[src/fwsr_pkg.sv]
package fwsr_pkg;
  localparam int ADDR_W = 23;
  localparam int DATA_W = 16;
  localparam int SECT_LSB = 15;

  // avalon register byte offsets
  localparam logic [4:0] REG_CTRL = 5'h00;
  localparam logic [4:0] REG_ADDR = 5'h04;
  localparam logic [4:0] REG_WDATA = 5'h08;
  localparam logic [4:0] REG_STATUS = 5'h0C;
  localparam logic [4:0] REG_RDATA = 5'h10;
  localparam logic [4:0] REG_SUSP = 5'h14;

  // control fields
  localparam int CTRL_OP_LSB = 0;
  localparam int CTRL_OP_MSB = 2;
  localparam int CTRL_GO_BIT = 3;
  localparam int CTRL_PSUSP_BIT = 4;

  // status fields
  localparam int ST_BUSY_BIT = 0;
  localparam int ST_RDY_BIT = 1;
  localparam int ST_RES_LSB = 2;
  localparam int ST_RES_MSB = 4;
  localparam int ST_ETMR_BIT = 8;
  localparam int ST_TLIM_BIT = 9;

  // status bit positions on the flash data bus
  localparam int DQ_POLL = 7;
  localparam int DQ_TOG1 = 6;
  localparam int DQ_TLIM = 5;
  localparam int DQ_ETMR = 3;
  localparam int DQ_TOG2 = 2;

  localparam logic [DATA_W-1:0] RST_CMD = 16'h00F0;

  localparam logic [2:0] OP_READ = 3'h0;
  localparam logic [2:0] OP_WRITE = 3'h1;
  localparam logic [2:0] OP_POLL = 3'h2;
  localparam logic [2:0] OP_ADD = 3'h3;
  localparam logic [2:0] OP_RESET = 3'h4;

  // flash bus timing, least times rounded up to whole cycles
  localparam int CLK_PERIOD_PS = 8000;
  localparam int T_ACC_NS = 70;
  localparam int T_WP_NS = 45;
  localparam int T_REC_NS = 20;
  localparam int ACC_CYC = (T_ACC_NS * 1000 + CLK_PERIOD_PS - 1) / CLK_PERIOD_PS;
  localparam int WP_CYC = (T_WP_NS * 1000 + CLK_PERIOD_PS - 1) / CLK_PERIOD_PS;
  localparam int REC_CYC = (T_REC_NS * 1000 + CLK_PERIOD_PS - 1) / CLK_PERIOD_PS;
  localparam int SYNC_LAT = 2;
  localparam int CNT_W = 8;

  typedef enum logic [2:0] {
    RES_NONE = 3'b000,
    RES_OK = 3'b001,
    RES_BUSY = 3'b010,
    RES_FAIL = 3'b011,
    RES_REFUSED = 3'b100,
    RES_UNSURE = 3'b101
  } fwsr_res_t;

  typedef enum logic [3:0] {
    S_IDLE = 4'b0000,
    S_ACC = 4'b0001,
    S_RD1 = 4'b0010,
    S_RD2 = 4'b0011,
    S_RD3 = 4'b0100,
    S_RD4 = 4'b0101,
    S_POST = 4'b0110,
    S_RST = 4'b0111
  } fwsr_state_t;

  typedef enum logic [1:0] {
    P_IDLE = 2'b00,
    P_ACT = 2'b01,
    P_REC = 2'b10
  } fwsr_phase_t;
endpackage : fwsr_pkg

[src/fwsr_bus_cycle.sv]
`timescale 1ns/10ps
module fwsr_bus_cycle (
  input wire logic clk,
  input wire logic srst,
  input wire logic start,
  input wire logic is_write,
  input wire logic [fwsr_pkg::ADDR_W-1:0] addr,
  input wire logic [fwsr_pkg::DATA_W-1:0] wdata,
  output logic done,
  output logic [fwsr_pkg::DATA_W-1:0] rdata,
  output logic [fwsr_pkg::ADDR_W-1:0] flash_addr,
  output logic [fwsr_pkg::DATA_W-1:0] flash_dq_out,
  output logic flash_dq_oe_n,
  input wire logic [fwsr_pkg::DATA_W-1:0] flash_dq_in,
  output logic flash_ce_n,
  output logic flash_oe_n,
  output logic flash_we_n
);
  import fwsr_pkg::*;

  fwsr_phase_t phase;
  logic [CNT_W-1:0] cnt;
  logic wr;
  logic [DATA_W-1:0] dq_meta;
  logic [DATA_W-1:0] dq_sync;
  wire logic cnt_zero = (cnt == '0);
  wire logic act_end = (phase == P_ACT) && cnt_zero;
  wire logic rec_end = (phase == P_REC) && cnt_zero;
  // read strobe is held for the sync latency too, so captured data is settled
  wire logic [CNT_W-1:0] act_len = is_write ? CNT_W'(WP_CYC - 1) : CNT_W'(ACC_CYC + SYNC_LAT - 1);

  always_ff @(posedge clk) begin
    dq_meta <= flash_dq_in;
    dq_sync <= dq_meta;
  end

  always_ff @(posedge clk) begin
    if (srst) begin
      phase <= P_IDLE;
      cnt <= '0;
      wr <= 1'b0;
      done <= 1'b0;
      rdata <= '0;
      flash_addr <= '0;
      flash_dq_out <= '0;
      flash_dq_oe_n <= 1'b1;
      flash_ce_n <= 1'b1;
      flash_oe_n <= 1'b1;
      flash_we_n <= 1'b1;
    end else begin
      done <= rec_end;
      unique case (phase)
        P_IDLE: begin
          if (start) begin
            phase <= P_ACT;
            cnt <= act_len;
            wr <= is_write;
            flash_addr <= addr;
            flash_dq_out <= wdata;
            flash_dq_oe_n <= ~is_write;
            flash_ce_n <= 1'b0;
            flash_oe_n <= is_write;
            flash_we_n <= ~is_write;
          end
        end
        P_ACT: begin
          cnt <= cnt - 1'b1;
          if (act_end) begin
            phase <= P_REC;
            cnt <= CNT_W'(REC_CYC - 1);
            flash_oe_n <= 1'b1;
            flash_we_n <= 1'b1;
            if (!wr) begin
              rdata <= dq_sync;
            end
          end
        end
        P_REC: begin
          // write data held through recovery for hold time
          cnt <= cnt - 1'b1;
          if (rec_end) begin
            phase <= P_IDLE;
            flash_ce_n <= 1'b1;
            flash_dq_oe_n <= 1'b1;
          end
        end
        default: phase <= P_IDLE;
      endcase
    end
  end
endmodule : fwsr_bus_cycle

[src/fwsr_status_eval.sv]
`timescale 1ns/10ps
module fwsr_status_eval (
  input wire logic [fwsr_pkg::DATA_W-1:0] first,
  input wire logic [fwsr_pkg::DATA_W-1:0] second,
  output logic toggle_first,
  output logic toggle_second,
  output logic timing_limit_flag,
  output logic erase_timer_flag,
  output logic data_polling_bit
);
  import fwsr_pkg::*;

  assign toggle_first = first[DQ_TOG1] ^ second[DQ_TOG1];
  assign toggle_second = first[DQ_TOG2] ^ second[DQ_TOG2];
  assign timing_limit_flag = second[DQ_TLIM];
  assign erase_timer_flag = second[DQ_ETMR];
  assign data_polling_bit = second[DQ_POLL];
endmodule : fwsr_status_eval

[src/fwsr_host.sv]
// Operation
// - after timing-limit failure host writes reset command to return to read.
// - host confirms acceptance, checks erase-timer flag before and after each add.
// - erase-timer flag high after an add means command possibly not accepted.
// - status reads use a valid address within a selected sector.
// - status reads address the busy bank; idle banks return array data.
// - host must not read status from a program-suspended sector.
`timescale 1ns/10ps
module fwsr_host (
  input wire logic clk,
  input wire logic srst,
  input wire logic [4:0] avs_address,
  input wire logic avs_read,
  input wire logic avs_write,
  input wire logic [31:0] avs_writedata,
  output logic [31:0] avs_readdata,
  output logic avs_waitrequest,
  output logic [fwsr_pkg::ADDR_W-1:0] flash_addr,
  output logic [fwsr_pkg::DATA_W-1:0] flash_dq_out,
  output logic flash_dq_oe_n,
  input wire logic [fwsr_pkg::DATA_W-1:0] flash_dq_in,
  output logic flash_ce_n,
  output logic flash_oe_n,
  output logic flash_we_n,
  input wire logic ready_busy_n_output
);
  import fwsr_pkg::*;

  fwsr_state_t state;
  fwsr_state_t next_state;
  fwsr_res_t result;
  fwsr_res_t next_result;
  logic [2:0] op;
  logic [ADDR_W-1:0] addr_q;
  logic [DATA_W-1:0] wdata_q;
  logic [ADDR_W-1:0] susp_addr;
  logic prog_suspended;
  logic [DATA_W-1:0] first_q;
  logic [DATA_W-1:0] next_first;
  logic [DATA_W-1:0] rdata_q;
  logic launched;
  logic ack;
  logic rdy_meta;
  logic rdy_sync;
  logic [31:0] next_readdata;
  logic cyc_done;
  logic [DATA_W-1:0] cyc_rdata;
  logic tog1;
  logic tog2;
  logic tlim;
  logic etmr;
  logic poll7;

  // avalon slave: one wait cycle on every access
  wire logic req = avs_read | avs_write;
  assign avs_waitrequest = req & ~ack;
  wire logic wr_take = avs_write & ack;
  wire logic ctrl_wr = wr_take && (avs_address == REG_CTRL);
  wire logic idle = (state == S_IDLE);
  wire logic go = ctrl_wr && avs_writedata[CTRL_GO_BIT] && idle;
  wire logic [2:0] go_op = avs_writedata[CTRL_OP_MSB:CTRL_OP_LSB];
  // a flag written together with go already applies to that go
  wire logic susp_flag = ctrl_wr ? avs_writedata[CTRL_PSUSP_BIT] : prog_suspended;
  wire logic susp_hit = susp_flag && (addr_q[ADDR_W-1:SECT_LSB] == susp_addr[ADDR_W-1:SECT_LSB]);
  wire logic in_cyc = !idle;
  wire logic cyc_start = in_cyc & ~launched;
  wire logic cyc_is_write = (state == S_RST) || ((state == S_ACC) && (op != OP_READ));
  wire logic [DATA_W-1:0] cyc_wdata = (state == S_RST) ? RST_CMD : wdata_q;
  wire logic is_poll_rd = (state == S_RD1) || (state == S_RD2) || (state == S_RD3) || (state == S_RD4)
                          || (state == S_POST);
  wire logic [31:0] status_word = 32'(
      (32'(etmr_last()) << ST_ETMR_BIT) | (32'(rdata_q[DQ_TLIM]) << ST_TLIM_BIT)
      | (32'(result) << ST_RES_LSB) | (32'(rdy_sync) << ST_RDY_BIT) | (32'(in_cyc) << ST_BUSY_BIT));
  wire logic [31:0] ctrl_word = (32'(prog_suspended) << CTRL_PSUSP_BIT) | 32'(op);

  function automatic logic etmr_last();
    etmr_last = rdata_q[DQ_ETMR];
  endfunction : etmr_last

  always_comb begin
    unique case (avs_address)
      REG_CTRL: next_readdata = ctrl_word;
      REG_ADDR: next_readdata = 32'(addr_q);
      REG_WDATA: next_readdata = 32'(wdata_q);
      REG_STATUS: next_readdata = status_word;
      REG_RDATA: next_readdata = 32'(rdata_q);
      REG_SUSP: next_readdata = 32'(susp_addr);
      default: next_readdata = 32'h0000_0000;
    endcase
  end

  fwsr_bus_cycle u_cycle (
    .clk(clk),
    .srst(srst),
    .start(cyc_start),
    .is_write(cyc_is_write),
    .addr(addr_q),
    .wdata(cyc_wdata),
    .done(cyc_done),
    .rdata(cyc_rdata),
    .flash_addr(flash_addr),
    .flash_dq_out(flash_dq_out),
    .flash_dq_oe_n(flash_dq_oe_n),
    .flash_dq_in(flash_dq_in),
    .flash_ce_n(flash_ce_n),
    .flash_oe_n(flash_oe_n),
    .flash_we_n(flash_we_n)
  );

  // first_q holds the previous status read, cyc_rdata the newest
  fwsr_status_eval u_eval (
    .first(first_q),
    .second(cyc_rdata),
    .toggle_first(tog1),
    .toggle_second(tog2),
    .timing_limit_flag(tlim),
    .erase_timer_flag(etmr),
    .data_polling_bit(poll7)
  );

  always_comb begin
    next_state = state;
    next_result = result;
    next_first = first_q;
    unique case (state)
      S_IDLE: begin
        if (go) begin
          next_result = RES_NONE;
          if (go_op == OP_READ || go_op == OP_WRITE) begin
            next_state = S_ACC;
          end else if (go_op == OP_POLL || go_op == OP_ADD) begin
            if (susp_hit) begin
              next_result = RES_REFUSED;
            end else begin
              next_state = S_RD1;
            end
          end else if (go_op == OP_RESET) begin
            next_state = S_RST;
          end else begin
            next_result = RES_REFUSED;
          end
        end
      end
      S_ACC: begin
        if (cyc_done) begin
          next_state = (op == OP_ADD) ? S_POST : S_IDLE;
          next_result = RES_OK;
        end
      end
      S_RD1: begin
        if (cyc_done) begin
          next_first = cyc_rdata;
          if (op == OP_ADD) begin
            // timer already expired: erase running, the add would be ignored
            if (etmr) begin
              next_state = S_IDLE;
              next_result = RES_REFUSED;
            end else begin
              next_state = S_ACC;
            end
          end else begin
            next_state = S_RD2;
          end
        end
      end
      S_RD2: begin
        if (cyc_done) begin
          if (!tog1) begin
            next_state = S_IDLE;
            next_result = RES_OK;
          end else if (tlim) begin
            next_state = S_RD3; // toggling may stop just as the limit flag rises
          end else begin
            next_state = S_IDLE;
            next_result = RES_BUSY;
          end
        end
      end
      S_RD3: begin
        if (cyc_done) begin
          next_first = cyc_rdata;
          next_state = S_RD4;
        end
      end
      S_RD4: begin
        if (cyc_done) begin
          if (!tog1) begin
            next_state = S_IDLE;
            next_result = RES_OK;
          end else begin
            next_state = S_RST;
            next_result = RES_FAIL;
          end
        end
      end
      S_POST: begin
        if (cyc_done) begin
          next_state = S_IDLE;
          next_result = etmr ? RES_UNSURE : RES_OK;
        end
      end
      S_RST: begin
        if (cyc_done) begin
          next_state = S_IDLE;
          next_result = (result == RES_FAIL) ? RES_FAIL : RES_OK;
        end
      end
      default: next_state = S_IDLE;
    endcase
  end

  always_ff @(posedge clk) begin
    rdy_meta <= ready_busy_n_output;
    rdy_sync <= rdy_meta;
  end

  always_ff @(posedge clk) begin
    if (srst) begin
      ack <= 1'b0;
      avs_readdata <= '0;
    end else begin
      ack <= req & ~ack;
      if (req & ~ack) begin
        avs_readdata <= next_readdata;
      end
    end
  end

  always_ff @(posedge clk) begin
    if (srst) begin
      state <= S_IDLE;
      result <= RES_NONE;
      first_q <= '0;
      launched <= 1'b0;
      rdata_q <= '0;
    end else begin
      state <= next_state;
      result <= next_result;
      first_q <= next_first;
      launched <= (launched | cyc_start) & ~cyc_done;
      if (cyc_done && !cyc_is_write) begin
        rdata_q <= cyc_rdata;
      end
    end
  end

  // software registers; op and address frozen while a sequence runs
  always_ff @(posedge clk) begin
    if (srst) begin
      op <= OP_READ;
      addr_q <= '0;
      wdata_q <= '0;
      susp_addr <= '0;
      prog_suspended <= 1'b0;
    end else begin
      if (ctrl_wr) begin
        prog_suspended <= avs_writedata[CTRL_PSUSP_BIT];
      end
      if (go) begin
        op <= go_op;
      end
      if (wr_take && idle && avs_address == REG_ADDR) begin
        addr_q <= avs_writedata[ADDR_W-1:0];
      end
      if (wr_take && idle && avs_address == REG_WDATA) begin
        wdata_q <= avs_writedata[DATA_W-1:0];
      end
      if (wr_take && avs_address == REG_SUSP) begin
        susp_addr <= avs_writedata[ADDR_W-1:0];
      end
    end
  end
endmodule : fwsr_host

[config.mk]
export PLATFORM = sky130hd
export DESIGN_NAME = fwsr_host
export DESIGN_NICKNAME = d
export VERILOG_FILES = /design/src/fwsr_pkg.sv /design/src/fwsr_bus_cycle.sv /design/src/fwsr_status_eval.sv /design/src/fwsr_host.sv
export SDC_FILE = /design/constraint.sdc
export NUM_CORES = 1
export LEC_CHECK = 0
export BUFFER_PORTS_ARGS = -buffer_cell sky130_fd_sc_hd__buf_2
export CAP_MARGIN = 15
export CORE_MARGIN = 3
export CORE_UTILIZATION = 56
export CTS_CLUSTER_DIAMETER = 40
export DETAILED_ROUTE_END_ITERATION = 7
export HOLD_SLACK_MARGIN = 0.06
export PLACE_DENSITY = 0.83
export SYNTH_ARGS = -nofsm -noshare
export SYNTH_HDL_FRONTEND = slang
export SYNTH_SLANG_ARGS = --single-unit
[constraint.sdc]
create_clock -name clk -period 3.6 [get_ports clk]
set_clock_uncertainty 0.2 [all_clocks]
set_input_delay 0.36 -clock clk [delete_from_list [all_inputs] [get_ports clk]]
set_output_delay 0.36 -clock clk [all_outputs]
set_load 0.03 [all_outputs]
* Word-level counts from Yosys, hierarchy flattened
Cells that the tools add are included.
** Storage, ports and cells
- Register bits :: 235
- Bits of input ports :: 58
- Output and inout port bits :: 76
- Word-level logic and storage cells :: 178
** Cells by class
- Add/subtract/negate cells :: 1
- Equality and inequality tests :: 38
- Mux-type cells :: 57
- Bitwise logic cells :: 17
- Reduce and logical (&&, ||, !) cells :: 38
** Operator list (number)
- 23-bit one-hot mux with 6 select lines :: 1
- 3-bit 2-to-1 mux :: 20
- 4-bit 2-to-1 mux :: 13
- 4-bit one-hot mux with 7 select lines :: 1
- 2-bit by 1-bit != test with 1-bit output (second input constant) :: 13
- 8-bit one-hot mux with 3 select lines :: 1
- 3-bit one-hot mux with 7 select lines :: 1
- 4-bit by 3-bit == test with 1-bit output (second input constant) :: 4
- 16-bit 2-to-1 mux :: 1
- 8-bit 2-to-1 mux :: 2
- 3-bit by 2-bit == test with 1-bit output (second input constant) :: 4
- 1-bit logical AND :: 12
- 3-bit AND reduction :: 4
- 11-bit AND reduction :: 1
- 5-bit by 4-bit == test with 1-bit output (second input constant) :: 2
- 5-bit == test (second input constant) :: 2
- 2-bit 2-to-1 mux :: 5
- 10-bit by 1-bit bitwise OR with 10-bit output :: 1
- 10-bit by 2-bit bitwise OR with 10-bit output :: 1
- 10-bit by 5-bit bitwise OR with 10-bit output :: 1
- 9-bit by 10-bit bitwise OR with 10-bit output :: 1
- 9-bit AND reduction :: 1
- 4-bit by 2-bit == test with 1-bit output (second input constant) :: 2
- 8-bit == test :: 1
- 31 further kinds :: 56

* Depth between registers and ports, before layout
- Depth in word-level cells :: 9
- Gate-level depth with buffers :: 9
- Mapped depth without buffers :: 7

* Cells and area by module
A second synthesis with hierarchy kept.
** Unflattened totals
- Cells, all modules :: 1053
- Area total of the unflattened synthesis :: 9207.6 µm²
** Modules (own cells, without submodules)
- fwsr_host :: times used 1, cells each 675, area each 5660.4 µm², sequential area each 2622.5 µm²
- fwsr_bus_cycle :: times used 1, cells each 373, area each 3507.1 µm², sequential area each 2062.0 µm²
- fwsr_status_eval :: times used 1, cells each 5, area each 40.0 µm², sequential area each 0.0 µm²

* Worst setup path after synthesis
No wires, ideal clock.
- Path type :: input port to flip-flop
- Start :: in avs_address[3]
- End :: reg state[0]
- Data arrival time :: 2.327 ns
- Data required time :: 3.279 ns
- Slack :: 0.952 ns
- Stages on the path :: 6
- Buffers on the path :: 1
- Path through :: or4_1 > buf_2 > or4b_4 > a2111oi_4 > o31a_4 > mux2_4
** On the way
- Cells in the longest elaborated chain, start to end :: 6
- Elaborated cells on any way between the ends :: 9
- Those cells by class :: 2 x eq/ne; 1 x mux; 6 x reduce/logical
** RTL lines
- start: declaration :: line fwsr_host.sv:12 : input wire logic [4:0] avs_address,
- 5-bit logical NOT (*) :: line fwsr_host.sv:58 : wire logic ctrl_wr = wr_take && (avs_address == REG_CTRL);
- 1-bit logical AND (*) :: line fwsr_host.sv:58
- 1-bit 2-to-1 mux / 1-bit logical AND (equally long branches)
- 1-bit logical AND (on tied branches) :: line fwsr_host.sv:64, fwsr_host.sv:60
- 4-bit != test (no source line) / 2-bit by 1-bit != test with 1-bit output (equally long branches)
- 9-bit AND reduction (no source line) (*)
- end signal: assignment :: line fwsr_host.sv:237 : state <= next_state;
- end: declaration :: line fwsr_host.sv:29 : fwsr_state_t state;
Mark *: on every way between the ends. The rest lies on a longest branch, timed or not.
A chain may end at the register's enable or synchronous reset.

* Final worst setup path
- Start :: reg state[1]
- End :: reg addr_q[15]
** On the way
- Cells in the longest elaborated chain, start to end :: 3
** RTL lines
- 4-bit logical NOT :: line fwsr_host.sv:59 : wire logic idle = (state == S_IDLE);
- 1-bit logical AND (2 in series) :: line fwsr_host.sv:262 : if (wr_take && idle && avs_address == REG_ADDR) begin
- end signal: assignment :: line fwsr_host.sv:263 : addr_q <= avs_writedata[ADDR_W-1:0];
- end: declaration :: line fwsr_host.sv:34 : logic [ADDR_W-1:0] addr_q;
No other way between the ends.

==> impl_metrics.env <==
export IMPL_status="completed"
export IMPL_drv_cap=0
export IMPL_die_width_um=130
export IMPL_p_clk_share_pct=52.3
export IMPL_worstSetupEndpointType="register"
export IMPL_synthArstFlopShare_pct=0
export IMPL_drt_met1_wl_um=9910
export IMPL_fmax_mhz=367
export IMPL_synth_mux_area_share_pct=5.77
export IMPL_dr_wl_met3_um=2260
export IMPL_nets=1187
export IMPL_startpoint_type="register"
export IMPL_drive_gt1_share_pct=17.8
export IMPL_synthSimpleGateAreaFrac_pct=19.7
export IMPL_slew_violations=0
export IMPL_io_pins=134
export IMPL_crit_arrival_ps=2960
export IMPL_synth_top_family_by_area="simple AND/OR/NAND/NOR gates"
export IMPL_tightest_slew_ps=1060
export IMPL_finalInstanceArea_um2=10700
export IMPL_hold_viol_final=0
export IMPL_final_antenna_net_count=0
export IMPL_p_per_area_nw_per_um2=523
export IMPL_yosys_warnings=0
export IMPL_netlist_area_um2=8610
export IMPL_wl_per_cell_um=18.0
export IMPL_setup_violations=0
export IMPL_synthToLayoutAreaGrowth_pct=24.1
export IMPL_synthAdderAreaFrac_pct=0.872
export IMPL_numCtsBuffers=28
export IMPL_clockRootBuffer="clkbuf_16"
export IMPL_synth_edf_count=0
export IMPL_clkLatencyLatePin_ps=520
export IMPL_synth_cell_types=66
export IMPL_cpMaxStageDelayCell="nand2b_1"
export IMPL_pwr_share_seq_pct=44.0
export IMPL_layout_cells_non_filler=1328
export IMPL_core_rowCount=44
export IMPL_core_area_um2=14800
export IMPL_cts_max_path_buffers=3
export IMPL_place_ws_ps=697
export IMPL_routed_top_layer="met4"
export IMPL_first_pass_iters=7
export IMPL_combPwrFrac_pct=3.7
export IMPL_fin_crit_ps=2720
export IMPL_dpl_cell_area_um2=9280
export IMPL_io_buffers=115
export IMPL_synth_top_flop_cell="dfxtp_1"
export IMPL_die_area_um2=16900
export IMPL_gr_usage_all_layers_pct=27.7
export IMPL_start_util_pct=58.1
export IMPL_antenna_found_initial=0
export IMPL_vias_per_cell=5.84
export IMPL_first_global_vias=7252
export IMPL_cp_required_ps=3840
export IMPL_first_iter_violations=882
export IMPL_leakage_uw=0.00404
export IMPL_clock_sinks=219
export IMPL_nFillCells=1015
export IMPL_finalSetupTns_ps=0
export IMPL_ir_worst_vdd_uv=434
export IMPL_crit_path_cell_trace="nor3_1, nand3_1, nand2b_1, nand2_1, a21oi_1"
export IMPL_gp_congestion=0.883
export IMPL_synth_compound_area_share_pct=16.7
export IMPL_wirelength_um=24000
export IMPL_cp_max_fo=23
export IMPL_max_stage_delay_ps=840
export IMPL_layout_setup_ws_ps=877
export IMPL_grt_overflow_total=0
export IMPL_rsz0062_at_grt="false"
export IMPL_internal_power_uw=4330
export IMPL_synth_seq_cells=219
export IMPL_post_cts_resized=0
export IMPL_syn_inst=989
export IMPL_min_path_type="reg -> reg"
export IMPL_slew_limit_headroom_pct=29.1
export IMPL_period_share_pct=75.6
export IMPL_grt_pass1_wl_um=37600
export IMPL_vias=7752
export IMPL_synthXorXnorAreaFrac_pct=1.63
export IMPL_hpwlAfterDp_um=14900
export IMPL_antenna_cells=0
export IMPL_p_sw_share_pct=22.5
export IMPL_netSwitchingPower_uw=1260
export IMPL_post_route_drc_count=0
export IMPL_cts_tree="done"
export IMPL_clkSlewWorstSetupHoldPaths_ps=60
export IMPL_criticalPathCategory="reg -> reg"
export IMPL_ys_seq_area_share_pct=50.9
export IMPL_grt_max_degree=74
export IMPL_die_h_um=130
export IMPL_htree_levels=1
export IMPL_wl_met2_um=10900
export IMPL_place_inst=1237
export IMPL_synth_area_per_cell_um2=8.70
-- worst max-delay path: cells and delay by family, from the launching register on --
| kind | cells | cell delay, ps |
|---|---|---|
| and+or+nand+nor | 4 | 1430 |
| DFF | 1 | 770 |
| AOI/OAI and AO/OA | 1 | 230 |
-- synth_stat cells (5+ instances only) --
cell type | number | share of area, %
inv_1 | 9 | 0.39
a211oi_1 | 6 | 0.52
a222oi_1 | 9 | 1.0
ha_1 | 6 | 0.87
nand3_1 | 21 | 1.2
clkbuf_1 | 57 | 2.5
a21o_1 | 17 | 1.5
nand2b_1 | 7 | 0.51
o21ai_0 | 10 | 0.58
buf_2 | 6 | 0.35
nor2_1 | 76 | 3.3
xnor2_1 | 13 | 1.3
a2bb2oi_1 | 11 | 1.1
mux2i_1 | 47 | 5.5
buf_4 | 11 | 0.96
o21bai_1 | 5 | 0.44
nand2_1 | 220 | 9.6
dfxtp_1 | 219 | 51
nor3_1 | 19 | 1.1
a22oi_1 | 10 | 0.87
a21oi_1 | 126 | 7.3
-- what timing repair did --
action,4_1_cts,5_1_grt
endpoints found under the hold margin,80,0
buffers inserted,0,0
hold buffers,40,0
-- per-stage QoR --
step                utilization, %  power, µW  hold slack (ps)
finish                        72.1       5590              128
global route                  72.1       5720              137
CTS                           72.1       5600              128
detailed placement            62.6       2670              113
global placement              62.6       2670              111
floorplan                        -       2610              110
-- routing by layer --
metal / vias to the layer above / global-route usage [%]
met5: - / 0
met4: 0 / 10.8
met3: 82 / 6.55
met2: 397 / 43.7
met1: 3605 / 37.0
li1: 3668 / -
-- power groups by stage --
stage               Clock [µW]  Combinational, µW  Sequential, µW
floorplan                    0                105            2510
global placement             0                164            2510
detailed placement           0                164            2510
CTS                       2940                198            2460
global route              3040                219            2460
finish                    2920                205            2460
-- worst paths after layout --
check	from	end	cells past startpoint	slack, ps
setup / recovery	state[1]	addr_q[15]	5	880
hold / removal	u_cycle.dq_meta[3]	u_cycle.dq_sync[3]	0	130
setup reg to reg	state[1]	addr_q[15]	5	880
hold reg to reg	u_cycle.dq_meta[3]	u_cycle.dq_sync[3]	0	130
-- layout make-up --
class / instances / area, µm² / area share [%]
flip-flops and latches: 219 / 4380 / 41.1
clock inverters: 16 / 215 / 2.02
multi-input cells: 691 / 3900 / 36.5
repair buffers: 173 / 1130 / 10.5
inverters: 10 / 37.5 / 0.351
clock buffers: 35 / 788 / 7.38
well taps: 184 / 230 / 2.16
-- placed cells by master, fill, tap and decap left out, drive strengths merged, types with 4 or more instances in the layout --
master       count
clkinv           4
or3              4
nor2b            4
a211oi           7
o21ai           10
clkbuf          35
inv             16
o22ai            4
a21oi          126
mux2i           47
o211ai           4
o21bai           5
nor2            76
nand4b           4
nor3b            4
nand3           21
ha               6
a21o            17
nor3            20
nand2b           7
a2bb2oi         11
xnor2           13
a222oi           9
dlygate4sd3     40
or4              4
a221oi           4
a22oi           10
dfxtp          219
buf            133
conb             9
or2              4
nand2          220
-- registers in the layout, summed over array words and instances, names as in the netlist, 8 cells and up --
| name | flops |
|---|---|
| rdata_q | 16 |
| u_cycle.dq_meta | 16 |
| u_cycle.flash_addr | 23 |
| addr_q | 23 |
| u_cycle.cnt | 8 |
| susp_addr | 23 |
| u_cycle.flash_dq_out | 16 |
| avs_readdata | 23 |
| wdata_q | 16 |
| u_cycle.rdata | 16 |
| u_cycle.dq_sync | 16 |
-- kinds of logic (layout without fill, tap and decap cells) --
family,Yosys count,after routing
AOI/OAI and AO/OA,224,224
xor gates and xnor gates,16,16
adders and majority gates,6,6
buffers and inverters,87,234
DFF,219,219
muxes,49,49
other,1,9
and+or+nand+nor,387,387
(Power assumes the default switching activity.)
